--- src/include/jtb_pkg.sv ---
// jtb_pkg: shared constants and types of the boundary-scan test port
// assumes: included before every design file of the test port
package jtb_pkg;

  // ==========================================================
  // instruction codes
  localparam logic [1:0] JTB_IR_EXTEST = 2'h0;
  localparam logic [1:0] JTB_IR_SAMPLE = 2'h1;
  localparam logic [1:0] JTB_IR_BYP_LO = 2'h2;
  localparam logic [1:0] JTB_IR_BYPASS = 2'h3;
  localparam logic [1:0] JTB_IR_CAPTURE = 2'h1;
  localparam int JTB_IR_LEN = 2;

  // ==========================================================
  // reset values
  localparam logic [1:0] JTB_IR_SH_RST = 2'h1;
  localparam logic [1:0] JTB_IR_LATCH_RST = JTB_IR_BYPASS;
  localparam logic JTB_BYP_CAPTURE = 1'h0;
  localparam logic JTB_TDO_RST = 1'h0;
  localparam logic JTB_OE_N_RST = 1'h1;

  // ==========================================================
  // sizes
  localparam int JTB_BSR_LEN_DEF = 8;
  localparam int JTB_FIFO_DEPTH = 16;
  localparam int JTB_PIN_CNT = 3;
  localparam logic [2:0] JTB_RESET_RISES = 3'h5;

  // ==========================================================
  // controller states
  typedef enum logic [3:0] {
    JTB_TLR, JTB_RTI, JTB_SEL_DR, JTB_CAP_DR, JTB_SHIFT_DR, JTB_EXIT1_DR,
    JTB_PAUSE_DR, JTB_EXIT2_DR, JTB_UPD_DR, JTB_SEL_IR, JTB_CAP_IR,
    JTB_SHIFT_IR, JTB_EXIT1_IR, JTB_PAUSE_IR, JTB_EXIT2_IR, JTB_UPD_IR
  } jtb_state_t;

endpackage

--- src/hdl/jtb_fifo.sv ---
// jtb_fifo: synchronous fifo with valid/ready on both sides
// assumes: single clock, DEPTH a power of two
module jtb_fifo
  import jtb_pkg::*;
#(
  parameter int W = JTB_BSR_LEN_DEF,
  parameter int DEPTH = JTB_FIFO_DEPTH
) (
  input wire logic clk_i,
  input wire logic rstn_i,
  input wire logic [W-1:0] in_data_i,
  input wire logic in_valid_i,
  output logic in_ready_o,
  output logic [W-1:0] out_data_o,
  output logic out_valid_o,
  input wire logic out_ready_i
);

  localparam int AW = $clog2(DEPTH);

  logic [W-1:0] mem [DEPTH];
  logic [AW:0] wr_reg;
  logic [AW:0] rd_reg;
  logic full;
  logic empty;

  // ==========================================================
  // flags
  assign empty = (wr_reg == rd_reg);
  assign full = (wr_reg[AW] != rd_reg[AW]) && (wr_reg[AW-1:0] == rd_reg[AW-1:0]);
  assign in_ready_o = !full;
  assign out_valid_o = !empty;
  assign out_data_o = mem[rd_reg[AW-1:0]];

  // ==========================================================
  // storage and pointers
  always_ff @(posedge clk_i) begin
    if (in_valid_i && !full) begin
      mem[wr_reg[AW-1:0]] <= in_data_i;
    end
  end

  always_ff @(posedge clk_i or negedge rstn_i) begin
    if (!rstn_i) begin
      wr_reg <= '0;
      rd_reg <= '0;
    end else begin
      if (in_valid_i && !full) begin
        wr_reg <= wr_reg + (AW+1)'(1);
      end
      if (out_ready_i && !empty) begin
        rd_reg <= rd_reg + (AW+1)'(1);
      end
    end
  end

endmodule // jtb_fifo

--- src/hdl/jtb_sync.sv ---
// jtb_sync: three-flop synchroniser with agreement filter per bit
// assumes: inputs are asynchronous to clk_i
module jtb_sync
  import jtb_pkg::*;
#(
  parameter int W = JTB_PIN_CNT
) (
  input wire logic clk_i,
  input wire logic rstn_i,
  input wire logic [W-1:0] d_i,
  output logic [W-1:0] q_o
);

  // ==========================================================
  // per bit: three stages, level taken when stage 2 and 3 agree
  for (genvar i = 0; i < W; i++) begin : g_bit
    logic s1_reg;
    logic s2_reg;
    logic s3_reg;
    logic q_reg;
    always_ff @(posedge clk_i or negedge rstn_i) begin
      if (!rstn_i) begin
        s1_reg <= 1'h0;
        s2_reg <= 1'h0;
        s3_reg <= 1'h0;
        q_reg <= 1'h0;
      end else begin
        s1_reg <= d_i[i];
        s2_reg <= s1_reg;
        s3_reg <= s2_reg;
        if (s2_reg == s3_reg) begin
          q_reg <= s3_reg;
        end
      end
    end
    assign q_o[i] = q_reg;
  end

endmodule // jtb_sync

--- src/hdl/jtb_tap.sv ---
// jtb_tap: boundary-scan test access port, controller and registers
// assumes: test pins are asynchronous, sampled by clk_i; pin samples
// arrive as a stream, functional outputs come from the core
//
// Function
// - exit1-dr with mode low goes to pause-dr, data registers hold
// - pause-dr holds shifting while mode low, high goes to exit2-dr
// - exit2-dr: high goes to update-dr, low back to shift-dr
// - update-dr copies boundary shift into output latch on falling edge only
// - from either update state: high to select-dr, low to run-test/idle
// - capture-ir loads 01; high to exit1-ir, low to shift-ir
// - shift-ir shifts instruction bits one per rising edge, high exits
// - exit1-ir: high goes to update-ir, low to pause-ir
// - pause-ir holds instruction shift while mode low, high to exit2-ir
// - exit2-ir: high goes to update-ir, low back to shift-ir
// - update-ir latches shifted instruction on falling edge, becomes current
// - data registers hold except during their capture, shift, update
// - state changes only on rising test clock or test reset
// - serial out driven only in shift states, else released, on falling edge
// - system reset never initialises the controller
// - five rising edges with mode high reach test-logic-reset
// - active-low test reset forces test-logic-reset asynchronously
// - instruction latch changes only in update-ir and reset state
// - instruction bits uninverted, shifted out lsb first on falling edges
// - decode 00 extest, 01 sample/preload, 10 and 11 bypass
// - extest drives outputs from update latch, captures inputs at capture-dr
// - code 01 gives both sample and preload
// - bypass is one shift stage between serial in and out
// - capture-dr loads pin values in parallel on rising edge
module jtb_tap
  import jtb_pkg::*;
#(
  parameter int BSR_LEN = JTB_BSR_LEN_DEF
) (
  input wire logic clk_i,
  input wire logic rstn_i,
  input wire logic test_clock_in_i,
  input wire logic test_mode_select_i,
  input wire logic test_serial_in_i,
  input wire logic test_reset_n_i,
  output logic test_serial_out_o,
  output logic test_serial_out_oe_n_o,
  input wire logic [BSR_LEN-1:0] cap_data_i,
  input wire logic cap_valid_i,
  output logic cap_ready_o,
  input wire logic [BSR_LEN-1:0] core_out_i,
  output logic [BSR_LEN-1:0] pin_out_o,
  output logic [1:0] instr_o
);

  // ==========================================================
  // pin sampling and test clock edges
  logic [JTB_PIN_CNT-1:0] pins_f;
  logic tck_f;
  logic tms_f;
  logic tdi_f;
  logic tck_q_reg;
  logic rise;
  logic fall;

  jtb_sync #(.W(JTB_PIN_CNT)) u_sync (
    .clk_i(clk_i),
    .rstn_i(rstn_i),
    .d_i({test_serial_in_i, test_mode_select_i, test_clock_in_i}),
    .q_o(pins_f)
  );

  assign tck_f = pins_f[0];
  assign tms_f = pins_f[1];
  assign tdi_f = pins_f[2];

  always_ff @(posedge clk_i or negedge rstn_i) begin
    if (!rstn_i) begin
      tck_q_reg <= 1'h0;
    end else begin
      tck_q_reg <= tck_f;
    end
  end

  assign rise = tck_f && !tck_q_reg;
  assign fall = !tck_f && tck_q_reg;

  // ==========================================================
  // controller
  jtb_state_t state_reg;
  jtb_state_t state_next;

  always_comb begin
    state_next = state_reg;
    case (state_reg)
      JTB_TLR: state_next = tms_f ? JTB_TLR : JTB_RTI;
      JTB_RTI: state_next = tms_f ? JTB_SEL_DR : JTB_RTI;
      JTB_SEL_DR: state_next = tms_f ? JTB_SEL_IR : JTB_CAP_DR;
      JTB_CAP_DR: state_next = tms_f ? JTB_EXIT1_DR : JTB_SHIFT_DR;
      JTB_SHIFT_DR: state_next = tms_f ? JTB_EXIT1_DR : JTB_SHIFT_DR;
      JTB_EXIT1_DR: state_next = tms_f ? JTB_UPD_DR : JTB_PAUSE_DR;
      JTB_PAUSE_DR: state_next = tms_f ? JTB_EXIT2_DR : JTB_PAUSE_DR;
      JTB_EXIT2_DR: state_next = tms_f ? JTB_UPD_DR : JTB_SHIFT_DR;
      JTB_UPD_DR: state_next = tms_f ? JTB_SEL_DR : JTB_RTI;
      JTB_SEL_IR: state_next = tms_f ? JTB_TLR : JTB_CAP_IR;
      JTB_CAP_IR: state_next = tms_f ? JTB_EXIT1_IR : JTB_SHIFT_IR;
      JTB_SHIFT_IR: state_next = tms_f ? JTB_EXIT1_IR : JTB_SHIFT_IR;
      JTB_EXIT1_IR: state_next = tms_f ? JTB_UPD_IR : JTB_PAUSE_IR;
      JTB_PAUSE_IR: state_next = tms_f ? JTB_EXIT2_IR : JTB_PAUSE_IR;
      JTB_EXIT2_IR: state_next = tms_f ? JTB_UPD_IR : JTB_SHIFT_IR;
      JTB_UPD_IR: state_next = tms_f ? JTB_SEL_DR : JTB_RTI;
      default: state_next = JTB_TLR;
    endcase
  end

  // only the test reset initialises the controller
  always_ff @(posedge clk_i or negedge test_reset_n_i) begin
    if (!test_reset_n_i) begin
      state_reg <= JTB_TLR;
    end else if (rise) begin
      state_reg <= state_next;
    end
  end

  // ==========================================================
  // instruction register
  logic [1:0] ir_sh_reg;
  logic [1:0] ir_reg;
  logic sel_bypass;
  logic sel_bsr;
  logic extest;

  always_ff @(posedge clk_i or negedge test_reset_n_i) begin
    if (!test_reset_n_i) begin
      ir_sh_reg <= JTB_IR_SH_RST;
    end else if (state_reg == JTB_TLR) begin
      ir_sh_reg <= JTB_IR_SH_RST;
    end else if (rise && state_reg == JTB_CAP_IR) begin
      ir_sh_reg <= JTB_IR_CAPTURE;
    end else if (rise && state_reg == JTB_SHIFT_IR) begin
      ir_sh_reg <= {tdi_f, ir_sh_reg[1]};
    end
  end

  always_ff @(posedge clk_i or negedge test_reset_n_i) begin
    if (!test_reset_n_i) begin
      ir_reg <= JTB_IR_LATCH_RST;
    end else if (state_reg == JTB_TLR) begin
      ir_reg <= JTB_IR_LATCH_RST;
    end else if (fall && state_reg == JTB_UPD_IR) begin
      ir_reg <= ir_sh_reg;
    end
  end

  // decode: both 1x codes select bypass
  assign sel_bypass = ir_reg[1];
  assign sel_bsr = !ir_reg[1];
  assign extest = (ir_reg == JTB_IR_EXTEST);
  assign instr_o = ir_reg;

  // ==========================================================
  // bypass register
  logic byp_reg;

  always_ff @(posedge clk_i or negedge test_reset_n_i) begin
    if (!test_reset_n_i) begin
      byp_reg <= JTB_BYP_CAPTURE;
    end else if (rise && sel_bypass && state_reg == JTB_CAP_DR) begin
      byp_reg <= JTB_BYP_CAPTURE;
    end else if (rise && sel_bypass && state_reg == JTB_SHIFT_DR) begin
      byp_reg <= tdi_f;
    end
  end

  // ==========================================================
  // pin sample stream into capture
  logic [BSR_LEN-1:0] fifo_data;
  logic fifo_valid;
  logic fifo_pop;
  logic [BSR_LEN-1:0] samp_reg;
  logic [BSR_LEN-1:0] cap_src;

  assign fifo_pop = rise && sel_bsr && state_reg == JTB_CAP_DR && fifo_valid;

  jtb_fifo #(.W(BSR_LEN), .DEPTH(JTB_FIFO_DEPTH)) u_fifo (
    .clk_i(clk_i),
    .rstn_i(rstn_i),
    .in_data_i(cap_data_i),
    .in_valid_i(cap_valid_i),
    .in_ready_o(cap_ready_o),
    .out_data_o(fifo_data),
    .out_valid_o(fifo_valid),
    .out_ready_i(fifo_pop)
  );

  // last sample held when no newer one waits
  always_ff @(posedge clk_i or negedge rstn_i) begin
    if (!rstn_i) begin
      samp_reg <= '0;
    end else if (fifo_pop) begin
      samp_reg <= fifo_data;
    end
  end

  assign cap_src = fifo_valid ? fifo_data : samp_reg;

  // ==========================================================
  // boundary-scan register
  logic [BSR_LEN-1:0] bsr_sh_reg;
  logic [BSR_LEN-1:0] bsr_upd_reg;

  always_ff @(posedge clk_i or negedge test_reset_n_i) begin
    if (!test_reset_n_i) begin
      bsr_sh_reg <= '0;
    end else if (rise && sel_bsr && state_reg == JTB_CAP_DR) begin
      bsr_sh_reg <= cap_src;
    end else if (rise && sel_bsr && state_reg == JTB_SHIFT_DR) begin
      bsr_sh_reg <= {tdi_f, bsr_sh_reg[BSR_LEN-1:1]};
    end
  end

  always_ff @(posedge clk_i or negedge test_reset_n_i) begin
    if (!test_reset_n_i) begin
      bsr_upd_reg <= '0;
    end else if (fall && sel_bsr && state_reg == JTB_UPD_DR) begin
      bsr_upd_reg <= bsr_sh_reg;
    end
  end

  // system outputs: latch under extest, core otherwise
  logic [BSR_LEN-1:0] pin_out_reg;

  always_ff @(posedge clk_i or negedge rstn_i) begin
    if (!rstn_i) begin
      pin_out_reg <= '0;
    end else begin
      pin_out_reg <= extest ? bsr_upd_reg : core_out_i;
    end
  end

  assign pin_out_o = pin_out_reg;

  // ==========================================================
  // serial output driver
  logic tdo_reg;
  logic oe_n_reg;

  always_ff @(posedge clk_i or negedge test_reset_n_i) begin
    if (!test_reset_n_i) begin
      tdo_reg <= JTB_TDO_RST;
      oe_n_reg <= JTB_OE_N_RST;
    end else if (fall) begin
      oe_n_reg <= !(state_reg == JTB_SHIFT_IR || state_reg == JTB_SHIFT_DR);
      if (state_reg == JTB_SHIFT_IR) begin
        tdo_reg <= ir_sh_reg[0];
      end else if (sel_bsr) begin
        tdo_reg <= bsr_sh_reg[0];
      end else begin
        tdo_reg <= byp_reg;
      end
    end
  end

  assign test_serial_out_o = tdo_reg;
  assign test_serial_out_oe_n_o = oe_n_reg;

  // ==========================================================
  // checks
  logic [2:0] hi_cnt_reg;

  always_ff @(posedge clk_i or negedge test_reset_n_i) begin
    if (!test_reset_n_i) begin
      hi_cnt_reg <= 3'h0;
    end else if (rise) begin
      if (!tms_f) begin
        hi_cnt_reg <= 3'h0;
      end else if (hi_cnt_reg != JTB_RESET_RISES) begin
        hi_cnt_reg <= hi_cnt_reg + 3'h1;
      end
    end
  end
endmodule // jtb_tap

--- config.mk ---
export PLATFORM = sky130hd
export DESIGN_NAME = jtb_tap
export DESIGN_NICKNAME = d
export VERILOG_FILES = /design/src/include/jtb_pkg.sv /design/src/hdl/jtb_fifo.sv /design/src/hdl/jtb_sync.sv /design/src/hdl/jtb_tap.sv
export SDC_FILE = /design/constraint.sdc
export NUM_CORES = 1
export LEC_CHECK = 0
export BUFFER_PORTS_ARGS = -buffer_cell sky130_fd_sc_hd__buf_2
export CAP_MARGIN = 40
export CORE_MARGIN = 2
export CORE_UTILIZATION = 55
export DETAILED_ROUTE_END_ITERATION = 8
export PLACE_DENSITY = 0.7
export SLEW_MARGIN = 30
export SYNTH_ARGS = -nofsm -noshare
export SYNTH_HDL_FRONTEND = slang
export SYNTH_SLANG_ARGS = --single-unit
--- constraint.sdc ---
create_clock -name clk_i -period 3.07 [get_ports clk_i]
set_input_delay 0.614 -clock clk_i [delete_from_list [all_inputs] [get_ports clk_i]]
set_output_delay 0.614 -clock clk_i [all_outputs]
set_load 0.05 [all_outputs]
==> results of run 1 <==
## through the flow
step                      total power, mW  hold WS (ps)  instances  setup slack, ps  area, um2
after floorplan                      3.96           318        497              800       7950
after global placement               4.22           335        704              775       8330
after detailed placement             4.26           335        705              728       8350
after CTS                            6.56          76.5        737              537       8980
after global routing                 6.78          80.9        737              444       8980
final                                6.51          74.8        737              567       8980
## area by class of cell
| class | count | share of cell area |
|---|---|---|
| sequential | 194 | 0.613 |
| multi-input combinational | 271 | 0.253 |
| clock buffer | 21 | 0.0549 |
| timing repair buffer | 53 | 0.0359 |
| tap | 180 | 0.0251 |
| clock inverter | 11 | 0.0152 |
| inverter | 7 | 0.00293 |
## power by group through the flow
stage / registers, mW / clock network, mW / logic, mW
finish: 3.32 / 2.30 / 0.890
global route: 3.36 / 2.44 / 0.986
CTS: 3.32 / 2.34 / 0.900
detailed placement: 3.37 / 0 / 0.893
global placement: 3.35 / 0 / 0.871
floorplan: 3.30 / 0 / 0.661
## cell families (layout without fill, tap and decap cells)
| logic type | Yosys count | count (layout) | share of synthesized area |
|---|---|---|---|
| DFF | 194 | 194 | 0.692 |
| and+or+nand+nor | 106 | 106 | 0.0660 |
| AOI/OAI and AO/OA | 73 | 73 | 0.0587 |
| muxes | 69 | 69 | 0.134 |
| buffers and inverters | 32 | 92 | 0.0213 |
| xor gates and xnor gates | 15 | 15 | 0.0165 |
| adders and majority gates | 8 | 8 | 0.0117 |
## layout by cell type, fill, tap and decap left out, types with 5 or more instances in the layout
cell type / n
mux2_2: 24
dfrtp_1: 61
nor2_1: 24
mux2_4: 8
nand2_1: 46
xnor2_1: 8
mux4_2: 24
nor3_1: 7
mux2i_1: 13
a221oi_1: 7
buf_4: 17
ha_1: 5
edfxtp_1: 128
o22ai_1: 15
buf_2: 35
nand2b_1: 7
inv_1: 7
a21oi_1: 20
xor2_1: 7
clkbuf_16: 19
o21ai_0: 14
## worst max-delay path, cell delays in order (launching register included)
cell     delay (ps)
dfrtp_1         490
xor2_1          210
nor4_4          380
nand2_1         140
buf_2           230
## metal layers
layer / up-vias / wire length (um) / track usage
met5: - / 0 / 0
met4: 0 / 199 / 0.0667
met3: 12 / 575 / 0.0499
met2: 94 / 7550 / 0.340
met1: 2237 / 6870 / 0.315
li1: 1980 / - / -
## how the worst max path moves through the flow
| stage | start | endpoint | slack [ps] | cells past startpoint |
|---|---|---|---|---|
| after floorplan | u_fifo.rd_reg[3]$_DFFE_PN0P_ | u_fifo.mem[3][0]$_DFFE_PP_ | 800 | 6 |
| after global placement | u_fifo.wr_reg[2]$_DFFE_PN0P_ | u_fifo.mem[10][0]$_DFFE_PP_ | 780 | 5 |
| after detailed placement | u_fifo.wr_reg[2]$_DFFE_PN0P_ | u_fifo.mem[10][0]$_DFFE_PP_ | 730 | 5 |
| after CTS | u_fifo.wr_reg[1]$_DFFE_PN0P_ | cap_ready_o | 540 | 4 |
| after global routing | u_fifo.wr_reg[3]$_DFFE_PN0P_ | cap_ready_o | 440 | 4 |
| final | u_fifo.wr_reg[3]$_DFFE_PN0P_ | cap_ready_o | 570 | 4 |
==> summary.md, run 1 <==
| Metric | Value |
|---|---|
| Synth Cell Area | `7950 um2` |
| WS Path Type | `flop to output port` |
| Post-layout util | `0.642` |
| Ports | `36` |
| Register area | `around 5500 um2` |
| Clock buffer count from CTS | `17` |
| Max Cap Violations | `0` |
| Initial antenna violation count | `0` |
| # DRC | `0` |
| Mean Syn Cell Area | `16.0 um2` |
| Fmax | `399 MHz` |
| Setup TNS | `0 ps` |
| CTS Hold Buffers Added | `0` |
| Sw frac | `0.267` |
| Total gr overflow | `0` |
| Core Area | `~14000 um2` |
| First-pass GRT wire length | `24200 um` |
| Post-CTS Setup Bufs | `0` |
| EDFF count, synth | `128` |
| CTS tree | `yes` |
| Final setup fails | `0` |
| Unrepaired setup endpoints after global routing | `false` |
| Reg2reg start | `u_fifo.wr_reg[2]$_DFFE_PN0P_` |
| Data required time at the worst endpoint | `approximately 2500 ps` |
| Sequential share of the synthesized area | `0.692` |
| Static leakage | `around 3.3 nW` |
| GRT Resource Usage Total | `0.219` |
| CP Data Arrival Time | `1890 ps` |
| FP Rows | `43` |
| Pins Over Slew Limit | `0` |
| Synth warn | `0` |
| FF-to-FF setup slack | `720 ps` |
| R2R Path End | `u_fifo.mem[10][2]$_DFFE_PP_` |
| Synth Register Bits | `around 190` |
| Syn nets | `525` |
| Ratio of total power to cell area | `roughly 720 nW/um2` |
| Clock power share | `0.353` |
| Share of post-route cells with drive strength above 1 | `0.273` |
| Worst Tran Pin Value | `785 ps` |
| Final Skew | `approximately 7.9 ps` |
| Sw power | `1.74 mW` |
| Number of hold violations in the final report | `0` |
| CP Capture Type | `output port` |
| Wirelength per Cell | `20.6 um` |
| Die Wd | `124 um` |
| Reg clk slew, reported paths | `about 70 ps` |
| Final Cycle Share | `0.815` |
| Outcome | `complete, no violations` |
| Gate power share | `0.137` |
| Root Driver | `clkbuf_16` |
| Routability cong. | `0.862` |
| Peak VDD IR | `0.479 mV` |
| Startpoint Class | `flop` |
| Crit Path Max Fanout | `10` |
| Internal Power | `4.77 mW` |
| Clk Latency, worst-skew pair | `430 ps` |
| Syn Inst Count | `497` |
| Clk buf depth | `2` |
| Synth top area share | `0.484` |
| Count leader, synth | `edfxtp_1` |
| Pre-antenna DRT Iters | `4` |
| Area of the multi-input gates | `roughly 2300 um2` |
| H-tree levels | `4` |
| Fill cells | `~1000` |
| ANT cells | `0` |
| Top cell type by total area after synthesis | `edfxtp_1` |
| Min Clock Period, post-route | `2500 ps` |
| Final wirelength | `15200 um` |
| Buffers on Ports | `35` |
| CTS Sinks | `194` |
| Ys flop type | `edfxtp_1` |
| Nets | `572` |
| Routed Antenna Nets | `0` |
| Vias/cell | `5.87` |
| Number of global-route vias before repair | `roughly 4300` |
| Die footprint | `15400 um2` |
| Top cells by area, synth | `edfxtp_1 (48%), dfrtp_1 (20%), mux4_2 (6.8%), mux2_2 (3.4%), nand2_1 (2.2%)` |
| Largest net degree at the start of global routing | `44` |
| Vias | `approximately 4300` |
| Hold Path Class | `primary input to async pin` |
| Post-synth top cells | `edfxtp_1 (128), dfrtp_1 (62), nand2_1 (46)` |
| Asr flop ratio synth | `0.340` |
| Slew HR | `0.473` |
| Distinct cell type count after synthesis | `51` |
| Die H | `124 um` |
| Post-CTS resize count | `0` |
| Max reg flops | `between 100 and 150` |
| Worst reg2reg path depth | `5` |
| Placed wire-length estimate | `9880 um` |
| Area grow syn2layout | `13.0%` |
| Starting density of the core | `0.568` |
| 1st-iter DRT viols | `around 330` |
| Flop pwr share | `0.510` |
No activity file was read; power rests on OpenSTA's default activity.
==> run 2: changes to the inputs <==
clock period = 2.4 ns   (was 3.07 ns; I/O delays follow)
==> run 2 against run 1 <==
Against the previous run:
- critical path depth is 1 higher
- highest routed layer unchanged
- die area is the same
- count of clock-buffer cells in the layout down 3
- non-clock buffer count up 13
- critical endpoint unchanged
- final area rose by 0.42%
- largest power group unchanged
- final cell count grew 1.6%
- combinational power grew 38%
==> summary.md, run 2 (same netlist as run 1, synthesis figures left out) <==
| Metric | Value |
|---|---|
| Placed wire-length estimate | `9920 um (+0.44%)` |
| Pre-antenna DRT Iters | `5 (+1)` |
| Setup TNS | `0 ps (unchanged)` |
| 1st-iter DRT viols | `351 (+6.7%)` |
| Number of hold violations in the final report | `0 (unchanged)` |
| Reg clk slew, reported paths | `70 ps (about the same)` |
| Max reg flops | `128 (unchanged)` |
| Clk buf depth | `2 (unchanged)` |
| Post-layout util | `0.645 (+0.00268)` |
| DP Worst Slack | `286 ps (-442 ps)` |
| Starting density of the core | `0.568 (unchanged)` |
| Total gr overflow | `0 (unchanged)` |
| GRT Resource Usage Total | `0.219 (about the same)` |
| Hold Path Class | `primary input to async pin` |
| Commonest cells after routing, fill and taps aside | `edfxtp_1 (128), dfrtp_1 (59), nand2_1 (46)` |
| Ratio of total power to cell area | `906 nW/um2 (+25%)` |
| Die H | `124 um (unchanged)` |
| H-tree levels | `4 (unchanged)` |
| Routability cong. | `0.822 (-4.7%)` |
| Root Driver | `clkbuf_16` |
| Reg2reg start | `u_fifo.wr_reg[3]$_DFFE_PN0P_` |
| DP Area | `8430 um2 (+0.90%)` |
| Fin Hold WS | `57.8 ps (-17.0 ps)` |
| Number of global-route vias before repair | `4357 (+2.3%)` |
| Slew HR | `0.573 (+0.0998)` |
| Min Clock Period, post-route | `2310 ps` |
| Routed Antenna Nets | `0 (unchanged)` |
| Data required time at the worst endpoint | `1920 ps (-540 ps)` |
| FF-to-FF setup slack | `210 ps (-510 ps)` |
| ANT cells | `0 (unchanged)` |
| Crit. Startpoint | `u_fifo.wr_reg[1]$_DFFE_PN0P_` |
| Fmax | `432 MHz` |
| Commonest non-fill, non-tap cell in the layout | `edfxtp_1` |
| Crit Path Max Fanout | `5 (-5)` |
| Clock buffer count from CTS | `17 (unchanged)` |
| Final Cycle Share | `0.964` |
| Core Area | `14000 um2 (unchanged)` |
| Outcome | `complete, no violations` |
| Final wirelength | `15200 um (+0.24%)` |
| WS Path Type | `flop to output port` |
| Nets | `585 (+2.3%)` |
| Clk Latency, worst-skew pair | `430 ps (about the same)` |
| Static leakage | `3.31 nW (+0.70%)` |
| CP Capture Type | `output port` |
| Final Skew | `6.66 ps (-1.25 ps)` |
| Max Cap Violations | `0 (unchanged)` |
| Pins Over Slew Limit | `0 (unchanged)` |
| Vias/cell | `5.91 (+0.70%)` |
| Area grow syn2layout | `13.5%` |
| Wirelength per Cell | `20.3 um (-1.4%)` |
| Final Instance Area | `9020 um2 (+0.42%)` |
| Final worst slack | `85.7 ps (-481 ps)` |
| First-pass GRT wire length | `24100 um (-0.11%)` |
| FP Rows | `43 (unchanged)` |
| Unrepaired setup endpoints after global routing | `false` |
| R2R Path End | `u_fifo.mem[15][1]$_DFFE_PP_` |
| Setup crit end | `cap_ready_o` |
| Buffers on Ports | `35 (unchanged)` |
| Startpoint Class | `flop` |
| Peak VDD IR | `0.501 mV (+4.6%)` |
| Share of post-route cells with drive strength above 1 | `0.290 (+0.0171)` |
| CTS tree | `yes` |
| Vias | `4424 (+2.3%)` |
| CTS Sinks | `194 (unchanged)` |
| Worst reg2reg path depth | `6 (+1)` |
| CP Data Arrival Time | `1830 ps (-60 ps)` |
| Ports | `36 (unchanged)` |
| Die footprint | `15400 um2 (unchanged)` |
| # DRC | `0 (unchanged)` |
| Largest net degree at the start of global routing | `44 (unchanged)` |
| Final setup fails | `0 (unchanged)` |
| Worst Tran Pin Value | `641 ps (-144 ps)` |
| Initial antenna violation count | `0 (unchanged)` |
| Die Wd | `124 um (unchanged)` |
-- run 2: cell types whose count changed in the layout (fill, tap and decap cells not counted), moves of 2 or more --
| cell | change |
|---|---|
| dfrtp_2 | +2 |
| dfrtp_1 | -2 |
| clkinvlp_2 | +2 |
| inv_6 | -3 |
| clkinvlp_4 | +2 |
| clkbuf_16 | -2 |
| buf_4 | +14 |
-- run 2: timing repair --
action	CTS	global route
endpoints found under the setup margin	1	1
hold endpoints to repair	0	0
cloned	0	0
pin swaps	1	1
hold buffers	0	0
resized for setup	3	0
buffers inserted	1	2
-- run 2: layer usage --
| layer | part of all wire | wire [um] | GRT usage |
|---|---|---|---|
| met5 | 0 | 0 | 0 |
| met4 | 0.020 | 303 | 0.0843 |
| met3 | 0.047 | 722 | 0.0403 |
| met2 | 0.49 | 7460 | 0.342 |
| met1 | 0.44 | 6740 | 0.312 |
-- run 2: cell type report --
type	instances	area, um2
sequential	194	5500
fill	1017	4970
multi-input combinational	271	2280
clock buffer	18	429
timing repair buffer	66	423
tap	180	225
clock inverter	13	135
inverter	7	26.3
-- run 2: worst min-delay path by stage --
stage,startpoint,end,slack [ps],cells after the start
after floorplan,test_reset_n_i,bsr_sh_reg[0]$_DFFE_PN0P_,180,0
final,rstn_i,pin_out_o[2]$_DFF_PN0_,60,1
after global routing,test_reset_n_i,bsr_upd_reg[5]$_DFFE_PN0P_,110,1
after CTS,rstn_i,pin_out_o[2]$_DFF_PN0_,80,1
after detailed placement,u_sync.g_bit[0].s1_reg$_DFF_PN0_,u_sync.g_bit[0].s2_reg$_DFF_PN0_,340,0
after global placement,u_sync.g_bit[0].s1_reg$_DFF_PN0_,u_sync.g_bit[0].s2_reg$_DFF_PN0_,340,0
-- run 2: stage by stage --
step / cells / power [mW]
2_1_floorplan: 497 / 5.07
3_3_place_gp: 715 / 5.42
3_5_place_dp: 715 / 5.47
4_1_cts: 747 / 8.20
5_1_grt: 749 / 8.52
6_report: 749 / 8.18
-- run 2: critical path: stages (launching register included) --
cell and delay (ps):
dfrtp_1 430, xor2_1 220, nor4_4 300, buf_4 180, nand2_1 70, buf_4 210
-- run 2: power breakdown --
group / internal [mW] / total (mW) / switching (mW)
Sequential: 3.95 / 4.23 / 0.277
Clock: 1.52 / 2.72 / 1.19
Combinational: 0.477 / 1.23 / 0.750
Total: 5.95 / 8.18 / 2.22
